<file path="src/tcm_pkg.sv">
// Package of constants and types for the timer/counter multiplexer.
package tcm_pkg;
  // ----------------------------------------------------------------
  // Sizes and encodings
  // ----------------------------------------------------------------
  localparam int          TCM_NUM_OBJ    = 4;
  localparam int          TCM_OBJ_W      = 2;
  localparam int          TCM_CLK_W      = 4;
  localparam int          TCM_VAL_W      = 16;
  localparam int          TCM_IO_W       = 8;
  localparam logic [15:0] TCM_OVERRANGE  = 16'hffff;
  localparam logic [3:0]  TCM_SEL_CLK_MAX = 4'h7;
  localparam logic [1:0]  TCM_RST_OWNER  = 2'h3;
  localparam logic [3:0]  TCM_RST_DIV    = 4'h0;
  // ----------------------------------------------------------------
  // Output timing of serial and parallel writes
  // ----------------------------------------------------------------
  // The window is given at a 40 MHz reference clock and is fixed in cycles.
  localparam int REF_MHZ          = 40;
  localparam int OUT_MIN_NS       = 12500;
  localparam int OUT_MAX_NS       = 25000;
  localparam int OUT_NOM_NS       = (OUT_MIN_NS + OUT_MAX_NS) / 2;
  localparam int OUT_DELAY_CYC    = (OUT_NOM_NS * REF_MHZ) / 1000;
  localparam int OUT_MIN_CYC      = (OUT_MIN_NS * REF_MHZ + 999) / 1000;
  localparam int OUT_MAX_CYC      = (OUT_MAX_NS * REF_MHZ) / 1000;
  // ----------------------------------------------------------------
  // Measurement state
  // ----------------------------------------------------------------
  typedef enum logic [1:0] {
    TCM_DISCARD = 2'b00,
    TCM_PRIMED  = 2'b01,
    TCM_RUNNING = 2'b11
  } tcm_meas_t;
endpackage

</file>
<file path="src/tcm_meas.sv">
// Shared measurement circuit: counts clock-selector ticks between falling edges.
`timescale 1ns/1ps
`default_nettype none
module tcm_meas
  import tcm_pkg::*;
#(
  parameter int VAL_W = TCM_VAL_W,
  parameter int CLK_W = TCM_CLK_W
) (
  // Clock and reset
  input  wire logic             clk_sys,
  input  wire logic             reset_n,
  // Control
  input  wire logic             restart,
  input  wire logic [CLK_W-1:0] clk_sel,
  input  wire logic             sig_in,
  // Result
  output logic                  done,
  output logic [VAL_W-1:0]      value
);
  initial begin
    if (VAL_W < 2 || CLK_W > 5) $error("tcm_meas: unsupported widths");
  end

  logic [31:0]      pre_q;
  logic [VAL_W-1:0] cnt_q;
  logic             sig_q;
  logic             tick;

  // A tick every 2^clk_sel cycles sets measurement resolution.
  assign tick = ((pre_q & ((32'h1 << clk_sel) - 32'h1)) == 32'h0);

  always_ff @(posedge clk_sys or negedge reset_n) begin
    if (!reset_n) begin
      pre_q <= 32'h0;
      cnt_q <= '0;
      sig_q <= 1'b0;
      done  <= 1'b0;
      value <= '0;
    end else begin
      pre_q <= pre_q + 32'h1;
      sig_q <= sig_in;
      done  <= 1'b0;
      if (restart) begin
        cnt_q <= '0;
        pre_q <= 32'h0;
      end else if (sig_q && !sig_in) begin
        value <= cnt_q;
        done  <= 1'b1;
        cnt_q <= '0;
      end else if (tick && cnt_q != {VAL_W{1'b1}}) begin
        cnt_q <= cnt_q + 1'b1;
      end
    end
  end
endmodule
`default_nettype wire

</file>
<file path="src/tcm_mux.sv">
// Timer/counter multiplexer with per-object clock selectors and direct I/O sampling.
`timescale 1ns/1ps
`default_nettype none
// Summary of operation
// - After reset the last configured object owns the circuit.
// - A select command moves ownership to the named object.
// - Select may carry clock 0..7; otherwise the configured default loads.
// - Set-clock takes a mandatory selector 0..15 for any object.
// - Set-clock updates an object's selector even when not owner.
// - A select-supplied selector stays until explicitly rewritten.
// - Select without a selector restores the configured default.
// - Reads of unselected objects return 65535, no flag, no event.
// - First measurement after select or reset is discarded.
// - Preserve before the first measurement completes keeps that first measurement.
// - Update event appears on the first owner read after each kept measurement.
// - Direct inputs sample on read or event evaluation.
// - Serial and parallel inputs sample when the read is requested.
// - Serial and parallel outputs change 12.5 to 25 us after write at the 40 MHz reference clock.
// - A latched value repeats on reads until a newer one latches.
module tcm_mux
  import tcm_pkg::*;
#(
  parameter int NUM_OBJ = TCM_NUM_OBJ,
  parameter int OBJ_W   = TCM_OBJ_W,
  parameter int IO_W    = TCM_IO_W
) (
  // Clock and reset
  input  wire logic                 clk_sys,
  input  wire logic                 reset_n,
  // Configured defaults
  input  wire logic [NUM_OBJ*4-1:0] def_clk,
  // Commands
  input  wire logic                 sel_cmd,
  input  wire logic [OBJ_W-1:0]     sel_obj,
  input  wire logic                 sel_has_clk,
  input  wire logic [2:0]           sel_clk,
  input  wire logic                 setclk_cmd,
  input  wire logic [OBJ_W-1:0]     setclk_obj,
  input  wire logic [3:0]           setclk_val,
  input  wire logic                 preserve_cmd,
  input  wire logic                 rd_cmd,
  input  wire logic [OBJ_W-1:0]     rd_obj,
  input  wire logic                 evt_eval,
  // Multiplexed pins
  input  wire logic [NUM_OBJ-1:0]   tc_pin,
  // Direct, serial and parallel pins
  input  wire logic [IO_W-1:0]      io_pin_in,
  input  wire logic                 io_wr_cmd,
  input  wire logic [IO_W-1:0]      io_wr_data,
  // Results
  output logic [TCM_VAL_W-1:0]      rd_value,
  output logic                      rd_valid,
  output logic                      new_value_flag,
  output logic                      update_event,
  output logic [OBJ_W-1:0]          owner,
  output logic [NUM_OBJ*4-1:0]      clk_sel_all,
  output logic [IO_W-1:0]           io_sample,
  output logic [IO_W-1:0]           io_pin_out
);
  initial begin
    if (NUM_OBJ != (1 << OBJ_W)) $error("tcm_mux: NUM_OBJ must be 2^OBJ_W");
    if (int'(TCM_RST_OWNER) != NUM_OBJ - 1) $error("tcm_mux: reset owner must be the last");
  end

  // ----------------------------------------------------------------
  // Pin synchronisers
  // ----------------------------------------------------------------
  logic [NUM_OBJ-1:0] tc_s1_q, tc_s2_q;
  logic [IO_W-1:0]    io_s1_q, io_s2_q;
  always_ff @(posedge clk_sys or negedge reset_n) begin
    if (!reset_n) begin
      tc_s1_q <= '0;
      tc_s2_q <= '0;
      io_s1_q <= '0;
      io_s2_q <= '0;
    end else begin
      tc_s1_q <= tc_pin;
      tc_s2_q <= tc_s1_q;
      io_s1_q <= io_pin_in;
      io_s2_q <= io_s1_q;
    end
  end

  // ----------------------------------------------------------------
  // Ownership and clock selectors
  // ----------------------------------------------------------------
  logic [3:0] clk_q [NUM_OBJ];
  logic       loaded_q;

  always_ff @(posedge clk_sys or negedge reset_n) begin
    if (!reset_n) begin
      owner <= OBJ_W'(TCM_RST_OWNER);
    end else if (sel_cmd) begin
      owner <= sel_obj;
    end
  end

  // Defaults are loaded one cycle after release so no port reaches reset.
  always_ff @(posedge clk_sys or negedge reset_n) begin
    if (!reset_n) begin
      loaded_q <= 1'b0;
    end else begin
      loaded_q <= 1'b1;
    end
  end

  genvar g;
  generate
    for (g = 0; g < NUM_OBJ; g++) begin : g_clk
      always_ff @(posedge clk_sys or negedge reset_n) begin
        if (!reset_n) begin
          clk_q[g] <= TCM_RST_DIV;
        end else if (!loaded_q) begin
          clk_q[g] <= def_clk[g*4 +: 4];
        end else if (setclk_cmd && setclk_obj == OBJ_W'(g)) begin
          clk_q[g] <= setclk_val;
        end else if (sel_cmd && sel_obj == OBJ_W'(g)) begin
          clk_q[g] <= sel_has_clk ? {1'b0, sel_clk} : def_clk[g*4 +: 4];
        end
      end
      assign clk_sel_all[g*4 +: 4] = clk_q[g];
    end
  endgenerate

  // ----------------------------------------------------------------
  // Shared measurement circuit
  // ----------------------------------------------------------------
  logic                 meas_done;
  logic [TCM_VAL_W-1:0] meas_val;
  tcm_meas #(.VAL_W(TCM_VAL_W), .CLK_W(TCM_CLK_W)) u_meas (
    .clk_sys (clk_sys),
    .reset_n (reset_n),
    .restart (sel_cmd | ~loaded_q),
    .clk_sel (clk_q[owner]),
    .sig_in  (tc_s2_q[owner]),
    .done    (meas_done),
    .value   (meas_val)
  );

  // ----------------------------------------------------------------
  // Discard of the first measurement
  // ----------------------------------------------------------------
  tcm_meas_t            st_q;
  logic                 fresh_q;
  logic [TCM_VAL_W-1:0] latch_q;

  always_ff @(posedge clk_sys or negedge reset_n) begin
    if (!reset_n) begin
      st_q <= TCM_DISCARD;
    end else if (sel_cmd) begin
      st_q <= TCM_DISCARD;
    end else begin
      case (st_q)
        TCM_DISCARD: begin
          if (preserve_cmd) st_q <= TCM_PRIMED;
          else if (meas_done) st_q <= TCM_RUNNING;
        end
        TCM_PRIMED: begin
          if (meas_done) st_q <= TCM_RUNNING;
        end
        default: st_q <= TCM_RUNNING;
      endcase
    end
  end

  // A new result wins over the read that consumes the fresh mark.
  always_ff @(posedge clk_sys or negedge reset_n) begin
    if (!reset_n) begin
      latch_q <= '0;
      fresh_q <= 1'b0;
    end else if (sel_cmd) begin
      fresh_q <= 1'b0;
    end else if (meas_done && st_q != TCM_DISCARD) begin
      latch_q <= meas_val;
      fresh_q <= 1'b1;
    end else if (rd_cmd && rd_obj == owner) begin
      fresh_q <= 1'b0;
    end
  end

  // ----------------------------------------------------------------
  // Read answers
  // ----------------------------------------------------------------
  always_ff @(posedge clk_sys or negedge reset_n) begin
    if (!reset_n) begin
      rd_value       <= '0;
      rd_valid       <= 1'b0;
      new_value_flag <= 1'b0;
      update_event   <= 1'b0;
    end else begin
      rd_valid     <= rd_cmd;
      update_event <= 1'b0;
      if (rd_cmd) begin
        if (rd_obj != owner) begin
          rd_value       <= TCM_OVERRANGE;
          new_value_flag <= 1'b0;
        end else begin
          rd_value       <= latch_q;
          new_value_flag <= fresh_q;
          update_event   <= fresh_q;
        end
      end
    end
  end

  // ----------------------------------------------------------------
  // Direct, serial and parallel pins
  // ----------------------------------------------------------------
  logic [15:0]     wr_cnt_q;
  logic            wr_busy_q;
  logic [IO_W-1:0] wr_data_q;

  always_ff @(posedge clk_sys or negedge reset_n) begin
    if (!reset_n) begin
      io_sample <= '0;
    end else if (rd_cmd || evt_eval) begin
      io_sample <= io_s2_q;
    end
  end

  // The delay is a fixed cycle count, midway through the window at the reference
  // clock, so in time it shrinks as the clock gets faster.
  always_ff @(posedge clk_sys or negedge reset_n) begin
    if (!reset_n) begin
      wr_cnt_q   <= '0;
      wr_busy_q  <= 1'b0;
      wr_data_q  <= '0;
      io_pin_out <= '0;
    end else if (io_wr_cmd) begin
      wr_cnt_q  <= 16'(OUT_DELAY_CYC - 1);
      wr_busy_q <= 1'b1;
      wr_data_q <= io_wr_data;
    end else if (wr_busy_q) begin
      if (wr_cnt_q == 16'h0) begin
        io_pin_out <= wr_data_q;
        wr_busy_q  <= 1'b0;
      end else begin
        wr_cnt_q <= wr_cnt_q - 16'h1;
      end
    end
  end
endmodule
`default_nettype wire

</file>
<file path="config.mk">
export PLATFORM = sky130hd
export DESIGN_NAME = tcm_mux
export DESIGN_NICKNAME = d
export VERILOG_FILES = /design/src/tcm_pkg.sv /design/src/tcm_meas.sv /design/src/tcm_mux.sv
export SDC_FILE = /design/constraint.sdc
export NUM_CORES = 1
export LEC_CHECK = 0
export BUFFER_PORTS_ARGS = -buffer_cell sky130_fd_sc_hd__buf_4
export CAP_MARGIN = 30
export CORE_MARGIN = 4
export CORE_UTILIZATION = 40
export CTS_BUF_LIST = sky130_fd_sc_hd__clkbuf_8 sky130_fd_sc_hd__clkbuf_16
export DETAILED_ROUTE_END_ITERATION = 6
export PLACE_DENSITY = 0.65
export SLEW_MARGIN = 20
export SYNTH_ARGS = -nofsm -noshare
export SYNTH_HDL_FRONTEND = slang
export SYNTH_HIERARCHICAL = 1
export SYNTH_SLANG_ARGS = --single-unit
</file>
<file path="constraint.sdc">
create_clock -name clk_sys -period 3.8 [get_ports clk_sys]
set_input_delay 1.14 -clock clk_sys [delete_from_list [all_inputs] [get_ports clk_sys]]
set_output_delay 1.14 -clock clk_sys [all_outputs]
set_load 0.02 [all_outputs]
</file>
==> Flow_metrics.wiki, run 1 <==
{| class="wikitable"
! Metric !! Value
|-
| Result of the run || complete, no violations
|-
| Post-CTS Hold Fix Bufs || 0
|-
| # fillers || 1962
|-
| Setup slack on the worst flop-to-flop path || 180 ps
|-
| Sink count of the clock tree || 188
|-
| Class of the worst hold path || reg2reg
|-
| Diodes inserted || 0
|-
| Buffers inserted by post-CTS timing repair || 0
|-
| Fraction of synthesized cell area in xor and xnor cells || 3.03%
|-
| Final clock period utilization by the worst path || 95.2%
|-
| Die height || 155 µm
|-
| Worst Path Required || 4150 ps
|-
| Reg-to-reg endpoint || u_meas/cnt_q[3]
|-
| Synthesized flop and latch total || 188
|-
| # setup viols final || 0
|-
| Clock buffer count from CTS || 17
|-
| Multiplexer fraction of the synthesized cell area || 12.8%
|-
| Leading register cell type out of synthesis || dfrtp_1
|-
| Syn Area/Cell || 11.5 µm²
|-
| Worst ir drop on vdd || 0.334 mV
|-
| Critical Path End Type || flip-flop
|-
| Power per Cell Area || 441 nW/µm²
|-
| CTS Buffer Depth || 2
|-
| Largest net degree at the start of global routing || 77
|-
| Fin crit period || 3620 ps
|-
| FF-to-FF path depth || 12
|-
| Total congestion overflow || 0
|-
| Setup TNS || 0 ps
|-
| Routed Antenna Nets || 0
|-
| Fraction of the mapped netlist area in adder cells || 0.720%
|-
| Endpoint of the worst hold path || tc_s2_q[3]
|-
| CTS H-tree depth || 4
|-
| Die Wd || 155 µm
|-
| Area growth from synthesis to layout || 20.8%
|-
| Source-to-sink clock delay at the later pin of the worst-skew pair || 430 ps
|-
| Count of nets after finishing || 928
|-
| Startpoint of the most critical hold path || tc_s1_q[3]
|-
| Ports placed on the boundary || 111
|-
| Achievable Freq || 276 MHz
|-
| Unrepaired setup endpoints after global routing || no
|-
| Via count normalized by instance count || 5.22
|-
| Share of cells above drive strength 1 || 27.9%
|-
| Routed Wire Length || 18700 µm
|-
| Net Count, Synth || 821
|-
| Wire length of the first global-routing pass || 31500 µm
|-
| Largest cells by area after synthesis || dfrtp_1, mux2_2, mux2i_1, nor2_1, nand3_1
|-
| Complex-gate fraction of the synthesized area || 9.05%
|-
| Worst R2R Start || owner[0]
|-
| Static leakage || 0.00467 µW
|-
| Worst rel slew slack || 40.8%
|-
| Dpl hpwl || 13200 µm
|-
| TritonCTS clock tree || done
|-
| Antenna violations before repair || 0
|-
| Combinational family with the most area after synthesis || simple AND/OR/NAND/NOR gates
|-
| GPL Wtd Cong || 0.872
|-
| Initial core utilization || 40.9%
|-
| Total number of vias || 6019
|-
| Setup Crit Path Kind || reg2reg
|-
| Arrival time of data at the critical path endpoint || 3970 ps
|-
| Cell taking the most area after synthesis || dfrtp_1
|-
| Power consumption || 4620 µW
|-
| Yosys synthesis warning count || 6
|-
| Count of endpoints failing hold in the final timing report || 0
|-
| Hold Path Stages || 0
|-
| Largest driver fanout on the critical path || 15
|-
| Pins Over Slew Limit || 0
|-
| Max capacitance violation total || 0
|-
| Number of instances resized during post-cts repair || 0
|-
| Post-Syn Area || 8690 µm²
|-
| WL/cell || 16.2 µm
|-
| Floorplan row count || 53
|-
| Vias in the first global route || 6117
|-
| Simple-gate portion of the synthesized area || 17.5%
|-
| Area of the core region || 21200 µm²
|-
| Clock root buffer || clkbuf_16
|-
| Crit path launch type || flip-flop
|-
| Yosys top cell area share || 53.6%
|-
| Mapped Cells || 758
|-
| Number of enable flip-flop cells after synthesis || 0
|-
| Fraction of registers with async set/reset || 100%
|-
| Number of buffers added on ports || 110
|-
| Detailed router's first-iteration violation count || 353
|-
| Die Outline Area || 24100 µm²
|-
| Distinct cells, synth || 64
|-
| Sequential share of the synthesized area || 54.2%
|-
| All-Layer GR Usage || 15.9%
|-
| Clock slew at the register clock pins of the worst setup and hold paths || 70 ps
|-
| Detailed-routing iteration count for the pre-antenna-repair pass || 5
|-
| Slew at the pin closest to its max-slew limit || 880 ps
|-
| Post-route DRC || 0
|-
| Fin Clk Skew || 13.2 ps
|}
[worst max path at each step]
stage / from / cells after the start / end / slack [ps]
2_1_floorplan: owner[0] / 13 / u_meas/cnt_q[15] / 20
3_3_place_gp: owner[0] / 12 / u_meas/cnt_q[1] / 160
3_5_place_dp: owner[0] / 12 / u_meas/cnt_q[1] / 80
4_1_cts: owner[0] / 12 / u_meas/cnt_q[1] / 70
5_1_grt: owner[0] / 12 / u_meas/cnt_q[6] / 20
6_report: owner[0] / 12 / u_meas/cnt_q[3] / 180
[sequential cells by signal (all words and copies together) (netlist names), 2 cells and up]
| register | count |
|---|---|
| io_sample | 8 |
| io_s1_q | 8 |
| wr_data_q | 8 |
| u_meas/pre_q | 32 |
| io_pin_out | 8 |
| latch_q | 16 |
| u_meas/cnt_q | 16 |
| io_s2_q | 8 |
| rd_value | 16 |
| clk_sel_all | 16 |
| u_meas/value | 16 |
| wr_cnt_q | 16 |
| owner | 2 |
| st_q | 2 |
| tc_s1_q | 4 |
| tc_s2_q | 4 |
[per-layer routing]
metal	vias up	GRT usage (%)	part of all wire, %	wire (µm)
met4	0	4.25	1.1	197
met2	106	25.6	49	9180
met5	-	0	0	0
met3	15	3.87	4.3	798
met1	2956	21.6	46	8560
li1	2942	-	-	-
[layout by cell type, fill, tap and decap left out, types with 4 or more instances in the layout]
master	n
clkbuf_16	17
nand3_1	36
nor2_1	65
a21oi_1	28
xnor2_1	11
nand2_1	43
nand4_1	14
or3_1	4
o22a_1	17
ha_1	5
nand3b_1	7
and2_1	7
dfrtp_1	186
nor4_2	9
buf_4	121
mux2i_1	31
inv_1	20
inv_8	5
nand2b_1	23
nor4_1	5
mux2_2	61
o2bb2ai_1	9
nor2b_1	14
xor2_1	19
and4_1	6
a211oi_1	4
o211ai_1	6
and3_1	17
mux4_2	5
o21ai_0	6
nor3_1	9
o221ai_1	5
[metrics by stage]
step / hold WS, ps / setup WS [ps] / instances / util (%) / cell area, µm²
finish: 350 / 183 / 1153 / 49.4 / 10500
floorplan: 331 / 20.4 / 758 / - / 8690
CTS: 351 / 68.9 / 1153 / 49.3 / 10500
detailed placement: 335 / 81.9 / 1121 / 46.3 / 9830
global placement: 333 / 159 / 1121 / 46.3 / 9830
global route: 358 / 21.5 / 1153 / 49.4 / 10500
[where the power goes]
group	total [µW]	internal, µW	switching [µW]
clock	1860	1010	846
sequential	2170	2090	71.2
combinational	601	261	340
total	4620	3370	1260
[worst max-delay path, stage by stage (launching register included)]
cell and delay, ps:
dfstp_2 620, mux4_2 570, nor3_4 270, nand2b_1 100, ha_1 330, buf_4 210, a221oi_1 230, nand3_1 110
a32oi_1 160, nand4_1 120, buf_4 230, nor4b_1 370, mux2i_1 230
[cell usage after synthesis (11+ instances only)]
cell      count
a21oi_1      28
and3_1       17
buf_2        12
clkbuf_1     18
dfrtp_1     186
inv_1        19
mux2_2       61
mux2i_1      31
nand2_1      43
nand2b_1     23
nand3_1      36
nand4_1      14
nor2_1       65
nor2b_1      15
nor3_1       11
o22a_1       17
xnor2_1      11
xor2_1       19
[layout make-up]
cell class / count / area, µm² / area share [%]
clock buffer: 17 / 425 / 4.05
multi-input combinational: 515 / 3780 / 36.0
tap: 275 / 344 / 3.28
sequential: 188 / 4710 / 44.9
inverter: 19 / 71.3 / 0.680
timing repair buffer: 124 / 962 / 9.17
clock inverter: 15 / 200 / 1.91
[logic make-up after synthesis]
logic type / Yosys count
buffers and inverters: 55
multiplexers: 97
flip-flops: 188
AO/OA/AOI/OAI: 107
XOR/XNOR: 30
other: 1
AND/OR/NAND/NOR: 275
adder cells (fa/ha/maj): 5
No activity file was read; power rests on OpenSTA's default activity.
==> inputs of run 2 (changes only) <==
--- a/config.mk
+++ b/config.mk
@@ -9,9 +9,9 @@
 export CAP_MARGIN = 30
 export CORE_MARGIN = 4
 export CORE_UTILIZATION = 40
-export CTS_BUF_LIST = sky130_fd_sc_hd__clkbuf_8 sky130_fd_sc_hd__clkbuf_16
+export CTS_BUF_LIST = sky130_fd_sc_hd__clkbuf_16
 export DETAILED_ROUTE_END_ITERATION = 6
-export PLACE_DENSITY = 0.65
+export PLACE_DENSITY = 0.72
 export SLEW_MARGIN = 20
 export SYNTH_ARGS = -nofsm -noshare
 export SYNTH_HDL_FRONTEND = slang
==> run 2 against run 1 <==
Combinational power is essentially flat. Clock-buffer cell count is the same. Register-to-register slack gained 90 ps. Clock skew shrank 2.9 ps. Non-clock buffer count grew 2. Largest cell class unchanged. Highest routed layer unchanged. Clock power shrank 4%. Sequential share of layout area grew 0.24 points. Utilization shrank 0.26 points. Critical path depth shrank 1.
==> Flow_metrics.wiki, run 2 (synthesis gave the netlist of run 1 again) <==
{| class="wikitable"
! Metric !! Value
|-
| Result of the run || complete, no violations
|-
| WL/cell || 16.3 µm
|-
| Area growth from synthesis to layout || 20.2%
|-
| CTS Buffer Depth || 2
|-
| Sequential cell area || 4710 µm²
|-
| Count of nets after finishing || 930
|-
| Slew at the pin closest to its max-slew limit || 927 ps
|-
| Via count normalized by instance count || 5.34
|-
| GPL Wtd Cong || 0.850
|-
| FF-to-FF path depth || 11
|-
| Leading cell types in the layout, fill and taps excluded || dfrtp_1, buf_4, nor2_1
|-
| Source-to-sink clock delay at the later pin of the worst-skew pair || 430 ps
|-
| Power per Cell Area || 436 nW/µm²
|-
| Fin crit period || 3520 ps
|-
| Floorplan row count || 53
|-
| Area of the core region || 21200 µm²
|-
| Die Wd || 155 µm
|-
| Worst rel slew slack || 37.6%
|-
| Initial core utilization || 40.9%
|-
| Most common cell after layout, fill and taps aside || dfrtp_1
|-
| Static leakage || 0.00464 µW
|-
| Diodes inserted || 0
|-
| Worst ir drop on vdd || 0.311 mV
|-
| TritonCTS clock tree || done
|-
| Antenna violations before repair || 0
|-
| Die height || 155 µm
|-
| Final clock period utilization by the worst path || 92.7%
|-
| Worst setup path startpoint || owner[0]
|-
| Detailed-routing iteration count for the pre-antenna-repair pass || 4
|-
| Achievable Freq || 284 MHz
|-
| Worst R2R Start || owner[0]
|-
| Max capacitance violation total || 0
|-
| Most flops, register || u_meas/pre_q
|-
| Share of cells above drive strength 1 || 28.1%
|-
| Dpl hpwl || 13600 µm
|-
| Setup TNS || 0 ps
|-
| Unrepaired setup endpoints after global routing || no
|-
| Wire length of the first global-routing pass || 31600 µm
|-
| Post-route DRC || 0
|-
| Critical Path End Type || flip-flop
|-
| Multi-input gate area || 3760 µm²
|-
| Ports placed on the boundary || 111
|-
| Startpoint of the most critical hold path || io_s1_q[5]
|-
| Vias in the first global route || 6243
|-
| Pins Over Slew Limit || 0
|-
| Routed Wire Length || 18800 µm
|-
| Clock buffer count from CTS || 17
|-
| Largest driver fanout on the critical path || 16
|-
| Die Outline Area || 24100 µm²
|-
| Sink count of the clock tree || 188
|-
| Clock root buffer || clkbuf_16
|-
| Fin Clk Skew || 10.3 ps
|-
| Total number of vias || 6165
|-
| Number of flip-flops under the largest register name || 32
|-
| Largest net degree at the start of global routing || 89
|-
| Total congestion overflow || 0
|-
| Number of buffers added on ports || 110
|-
| Clock slew at the register clock pins of the worst setup and hold paths || 70 ps
|-
| Post-CTS Hold Fix Bufs || 0
|-
| Crit path launch type || flip-flop
|-
| CTS H-tree depth || 4
|-
| Setup Crit Path Kind || reg2reg
|-
| # fillers || 1892
|-
| Detailed router's first-iteration violation count || 389
|-
| Routed Antenna Nets || 0
|-
| Count of endpoints failing hold in the final timing report || 0
|-
| Class of the worst hold path || reg2reg
|-
| # setup viols final || 0
|-
| Hold Path Stages || 0
|-
| Final core utilization || 49.2%
|-
| Arrival time of data at the critical path endpoint || 3880 ps
|-
| All-Layer GR Usage || 16.0%
|-
| Worst Path Required || 4160 ps
|}
run 2: changes by cell type in the layout (fill, tap and decap cells not counted), sizes merged:
cell	delta
clkinvlp	+3
buf	+2
bufinv	-1
clkinv	-1
inv	-1
run 2: power by group:
| group | internal (µW) | switching (µW) |
|---|---|---|
| logic | 260 | 340 |
| registers | 2090 | 72.6 |
| clock network | 943 | 839 |
| total | 3300 | 1250 |
run 2: per-layer routing:
| layer | track usage [%] | up-vias | wire length (µm) |
|---|---|---|---|
| li1 | - | 2957 | - |
| met1 | 20.5 | 3093 | 8190 |
| met2 | 27.2 | 100 | 9690 |
| met3 | 3.89 | 15 | 741 |
| met4 | 4.46 | 0 | 188 |
| met5 | 0 | - | 0 |
run 2: timing repair:
| item | 4_1_cts | 5_1_grt |
|---|---|---|
| endpoints found under the setup margin | 0 | 13 |
| buffers inserted | 0 | 0 |
| gates resized for setup | 0 | 3 |
| hold endpoints to repair | 0 | 0 |
run 2: metrics by stage:
step / instances / setup WS, ps / power, µW / area (µm²) / hold WS (ps)
after floorplan: 758 / 20.4 / 2530 / 8690 / 331
after global placement: 1122 / 146 / 2800 / 9820 / 332
after detailed placement: 1122 / 41.4 / 2810 / 9820 / 335
after CTS: 1154 / 30.0 / 4610 / 10400 / 352
after global routing: 1155 / 33.3 / 4750 / 10400 / 358
final: 1155 / 278 / 4550 / 10400 / 347
run 2: layout make-up:
cell class | instances | share of cell area, %
inverter | 19 | 0.683
sequential | 188 | 45.1
multi-input combinational | 515 | 36.1
tap | 275 | 3.30
clock buffer | 17 | 4.08
timing repair buffer | 126 | 9.10
clock inverter | 15 | 1.68
run 2: critical path: stages, from the launching register on:
cell	delay (ps)
dfstp_2	620
mux4_2	550
nor3_2	300
nand2b_1	100
ha_2	290
and3_1	210
a221o_1	260
a31oi_1	310
nand2_1	90
buf_4	210
nor4_1	300
mux2i_1	210
run 2: worst paths after layout:
check | end | slack [ps]
setup / recovery | u_meas/cnt_q[5] | 280
hold / removal | io_s2_q[5] | 350
setup reg to reg | u_meas/cnt_q[5] | 280
hold reg to reg | io_s2_q[5] | 350
max in group asynchronous | u_meas/value[7] | 2150
min in group asynchronous | loaded_q | 760
==> inputs of run 3 (changes only) <==
--- a/config.mk
+++ b/config.mk
@@ -15,5 +15,4 @@
 export SLEW_MARGIN = 20
 export SYNTH_ARGS = -nofsm -noshare
 export SYNTH_HDL_FRONTEND = slang
-export SYNTH_HIERARCHICAL = 1
 export SYNTH_SLANG_ARGS = --single-unit
==> run 3 against run 2 <==
Non-clock buffer count shrank 2. Area after synthesis fell by 1.8%. Critical path depth increased by 3. Maximum frequency shrank 2.0%. Clock-buffer cell count did not move. Worst hold slack got worse by 3.9 ps. Critical path type unchanged. Largest cell class unchanged. Largest power group unchanged. Highest routed layer unchanged.
==> Flow_metrics.wiki, run 3 <==
{| class="wikitable"
! Metric !! Value
|-
| Most flops, register || u_meas.pre_q
|-
| Initial core utilization || 40.6%
|-
| Critical Path End Type || flip-flop
|-
| Internal power summed over all cells || 3270 µW
|-
| Distinct cells, synth || 67
|-
| Fin Clk Skew || 10.6 ps
|-
| Crit path top cell by count || inv_1
|-
| CTS Buffer Depth || 2
|-
| Global routing usage on met2 || 25.0%
|-
| Area of the core region || 21000 µm²
|-
| Max capacitance violation total || 0
|-
| Floorplan row count || 53
|-
| Buffering stage count on the worst path with inverters included || 5
|-
| Antenna violations before repair || 0
|-
| All-Layer GR Usage || 15.7%
|-
| Global routing usage on met1 || 21.1%
|-
| Achievable Freq || 278 MHz
|-
| Area of placed instances || 9650 µm²
|-
| Final clock period utilization by the worst path || 94.6%
|-
| Post-Syn Area || 8530 µm²
|-
| Power per Cell Area || 436 nW/µm²
|-
| Slew at the pin closest to its max-slew limit || 808 ps
|-
| Top-count cell post-synth || dfrtp_1
|-
| Vias in the first global route || 6087
|-
| Net Count, Synth || 828
|-
| Post-CTS Hold Fix Bufs || 0
|-
| Global routing usage on met3 || 3.66%
|-
| Largest stage delay on the critical path || 610 ps
|-
| Routed Wire Length || 18300 µm
|-
| Setup Crit Path Kind || reg2reg
|-
| Die Wd || 154 µm
|-
| Crit path launch type || flip-flop
|-
| Count of endpoints failing hold in the final timing report || 0
|-
| Fraction of registers with async set/reset || 100%
|-
| Slowest-stage cell, CP || dfstp_2
|-
| Leading cell types in the layout, fill and taps excluded || dfrtp_1, buf_4, nand2_1
|-
| Cells along the critical path || mux4_2, buf_6, nand4_1, inv_1, ha_1, inv_1, a222oi_1, buf_4, o31ai_1, and4bb_1, nand4_2, buf_12, or4_1, a21oi_1
|-
| Switch Pwr || 1190 µW
|-
| Clock buffer count from CTS || 17
|-
| Dpl hpwl || 13100 µm
|-
| Mapped Cells || 765
|-
| Static leakage || 0.00441 µW
|-
| Sequential cell area || 4710 µm²
|-
| Via count normalized by instance count || 5.28
|-
| Setup slack on the worst flop-to-flop path || 210 ps
|-
| Most common cell after layout, fill and taps aside || dfrtp_1
|-
| Largest net degree at the start of global routing || 62
|-
| Worst ir drop on vdd || 0.319 mV
|-
| # fillers || 1920
|-
| Worst Path Required || 4140 ps
|-
| Yosys synthesis warning count || 0
|-
| Top Usage Layer GRT || met2
|-
| Fin crit period || 3590 ps
|-
| Leading register cell type out of synthesis || dfrtp_1
|-
| WL/cell || 15.8 µm
|-
| CTS H-tree depth || 4
|-
| Number of flip-flops under the largest register name || 32
|-
| Largest driver fanout on the critical path || 24
|-
| Wire length of the first global-routing pass || 30800 µm
|-
| Post-route DRC || 0
|-
| List of most frequent post-synthesis cells || dfrtp_1, nand2_1, nor2_1
|-
| GPL Wtd Cong || 0.892
|-
| Post-placement cell count || 1127
|-
| Share of total power in combinational logic || 14.2%
|-
| Cell taking the most area after synthesis || dfrtp_1
|-
| Source-to-sink clock delay at the later pin of the worst-skew pair || 420 ps
|-
| Count of nets after finishing || 935
|-
| Syn Area/Cell || 11.1 µm²
|-
| Total non-filler cell area in the finished layout || 10200 µm²
|-
| Sequential share of the synthesized area || 55.2%
|-
| TritonCTS clock tree || done
|-
| Largest delay share family, worst path || simple AND/OR/NAND/NOR gates
|-
| Clock root buffer || clkbuf_16
|-
| Share of cells above drive strength 1 || 26.6%
|-
| Number of buffers added on ports || 110
|-
| Number of enable flip-flop cells after synthesis || 0
|-
| Result of the run || complete, no violations
|-
| Synthesized flop and latch total || 188
|-
| Arrival time of data at the critical path endpoint || 3930 ps
|-
| Largest cells by area after synthesis || dfrtp_1, mux2_2, nand2_1, nor2_1, xnor2_1
|-
| Worst rel slew slack || 46.0%
|-
| Yosys top cell area share || 54.6%
|-
| Die height || 154 µm
|-
| Total congestion overflow || 0
|-
| Switching portion of total power || 26.7%
|-
| Ports placed on the boundary || 111
|-
| Power share of the sequential group || 48.6%
|-
| Die Outline Area || 23700 µm²
|-
| Class of the worst hold path || reg2reg
|-
| Routed Antenna Nets || 0
|-
| Detailed-routing iteration count for the pre-antenna-repair pass || 4
|-
| Multi-input gate area || 3570 µm²
|-
| Sink count of the clock tree || 188
|-
| Detailed router's first-iteration violation count || 292
|-
| Pins Over Slew Limit || 0
|-
| Total number of vias || 6119
|-
| # setup viols final || 0
|-
| Diodes inserted || 0
|-
| Clock Power Share || 37.2%
|-
| Post-route insts no fill || 1158
|-
| Area growth from synthesis to layout || 19.9%
|-
| Clock slew at the register clock pins of the worst setup and hold paths || 70 ps
|}
## run 3: cell count changes after synthesis, sizes merged, moves of 10 or more
| cell | previous run | this run |
|---|---|---|
| nand2b | 23 | 13 |
| o21ai | 6 | 31 |
| nor2b | 15 | 2 |
| a22oi | 1 | 12 |
| or4 | 2 | 12 |
| nand3 | 36 | 19 |
| nand2 | 43 | 70 |
| xnor2 | 11 | 23 |
| mux2i | 31 | 4 |
## run 3: metal layers
layer  wire length [µm]  share of wire, %  up-vias
li1                   -                 -     2952
met1               8250                45     3018
met2               8860                48      123
met3                838               4.6       26
met4                339               1.9        0
met5                  0                 0        -
## run 3: cells by family (layout without fill, tap and decap cells)
logic type / Yosys count / after routing / share of synthesized area (%)
multiplexers: 68 / 68 / 9.67
flip-flops: 188 / 188 / 55.2
other: 1 / 1 / 0.0440
adder cells (fa/ha/maj): 5 / 5 / 0.734
AND/OR/NAND/NOR: 266 / 266 / 16.1
buffers and inverters: 59 / 177 / 3.18
AO/OA/AOI/OAI: 136 / 136 / 10.8
XOR/XNOR: 42 / 42 / 4.31
## run 3: worst paths after layout
kind                       startpoint                to  cells past startpoint
max                          owner[0]  u_meas.cnt_q[12]                     14
min                        io_s1_q[0]        io_s2_q[0]                      0
max reg2reg                  owner[0]  u_meas.cnt_q[12]                     14
min reg2reg                io_s1_q[0]        io_s2_q[0]                      0
max in group asynchronous     reset_n          owner[1]                      2
min in group asynchronous     reset_n        io_s2_q[5]                      1
## run 3: cell type report
cell class	count	area share, %
Sequential cell	188	46.0
Clock buffer	17	4.16
Tap cell	275	3.36
Timing Repair Buffer	124	9.54
Inverter	23	0.844
Multi-Input combinational cell	518	34.9
Clock inverter	13	1.16
## run 3: per-stage QoR
stage	power [µW]	util (%)	hold slack (ps)	setup TNS [ps]	worst slack, ps
after global placement	2820	45.9	333	0	214
after CTS	4500	48.5	349	0	143
after floorplan	2550	-	331	0	14.5
after global routing	4660	48.6	356	-28.6	-12.8
final	4460	48.6	343	0	206
after detailed placement	2840	45.9	335	0	189
## run 3: repair_timing
item	CTS	global route
gates resized for setup	0	6
buffers inserted	0	1
setup endpoints to repair	0	14
## run 3: worst reg2reg max path, stage by stage, from the launching register on
cell and delay [ps]:
dfstp_2 610, mux4_2 570, buf_6 180, nand4_1 110
inv_1 60, ha_1 270, inv_1 30, a222oi_1 210
buf_4 170, o31ai_1 60, and4bb_1 280, nand4_2 130
buf_12 190, or4_1 500, a21oi_1 150
## run 3: power groups by stage
| stage | registers [µW] | clock network (µW) | logic, µW |
|---|---|---|---|
| after detailed placement | 2210 | 0 | 629 |
| after floorplan | 2250 | 0 | 300 |
| after global routing | 2180 | 1790 | 698 |
| after CTS | 2170 | 1700 | 632 |
| final | 2170 | 1660 | 632 |
| after global placement | 2200 | 0 | 622 |
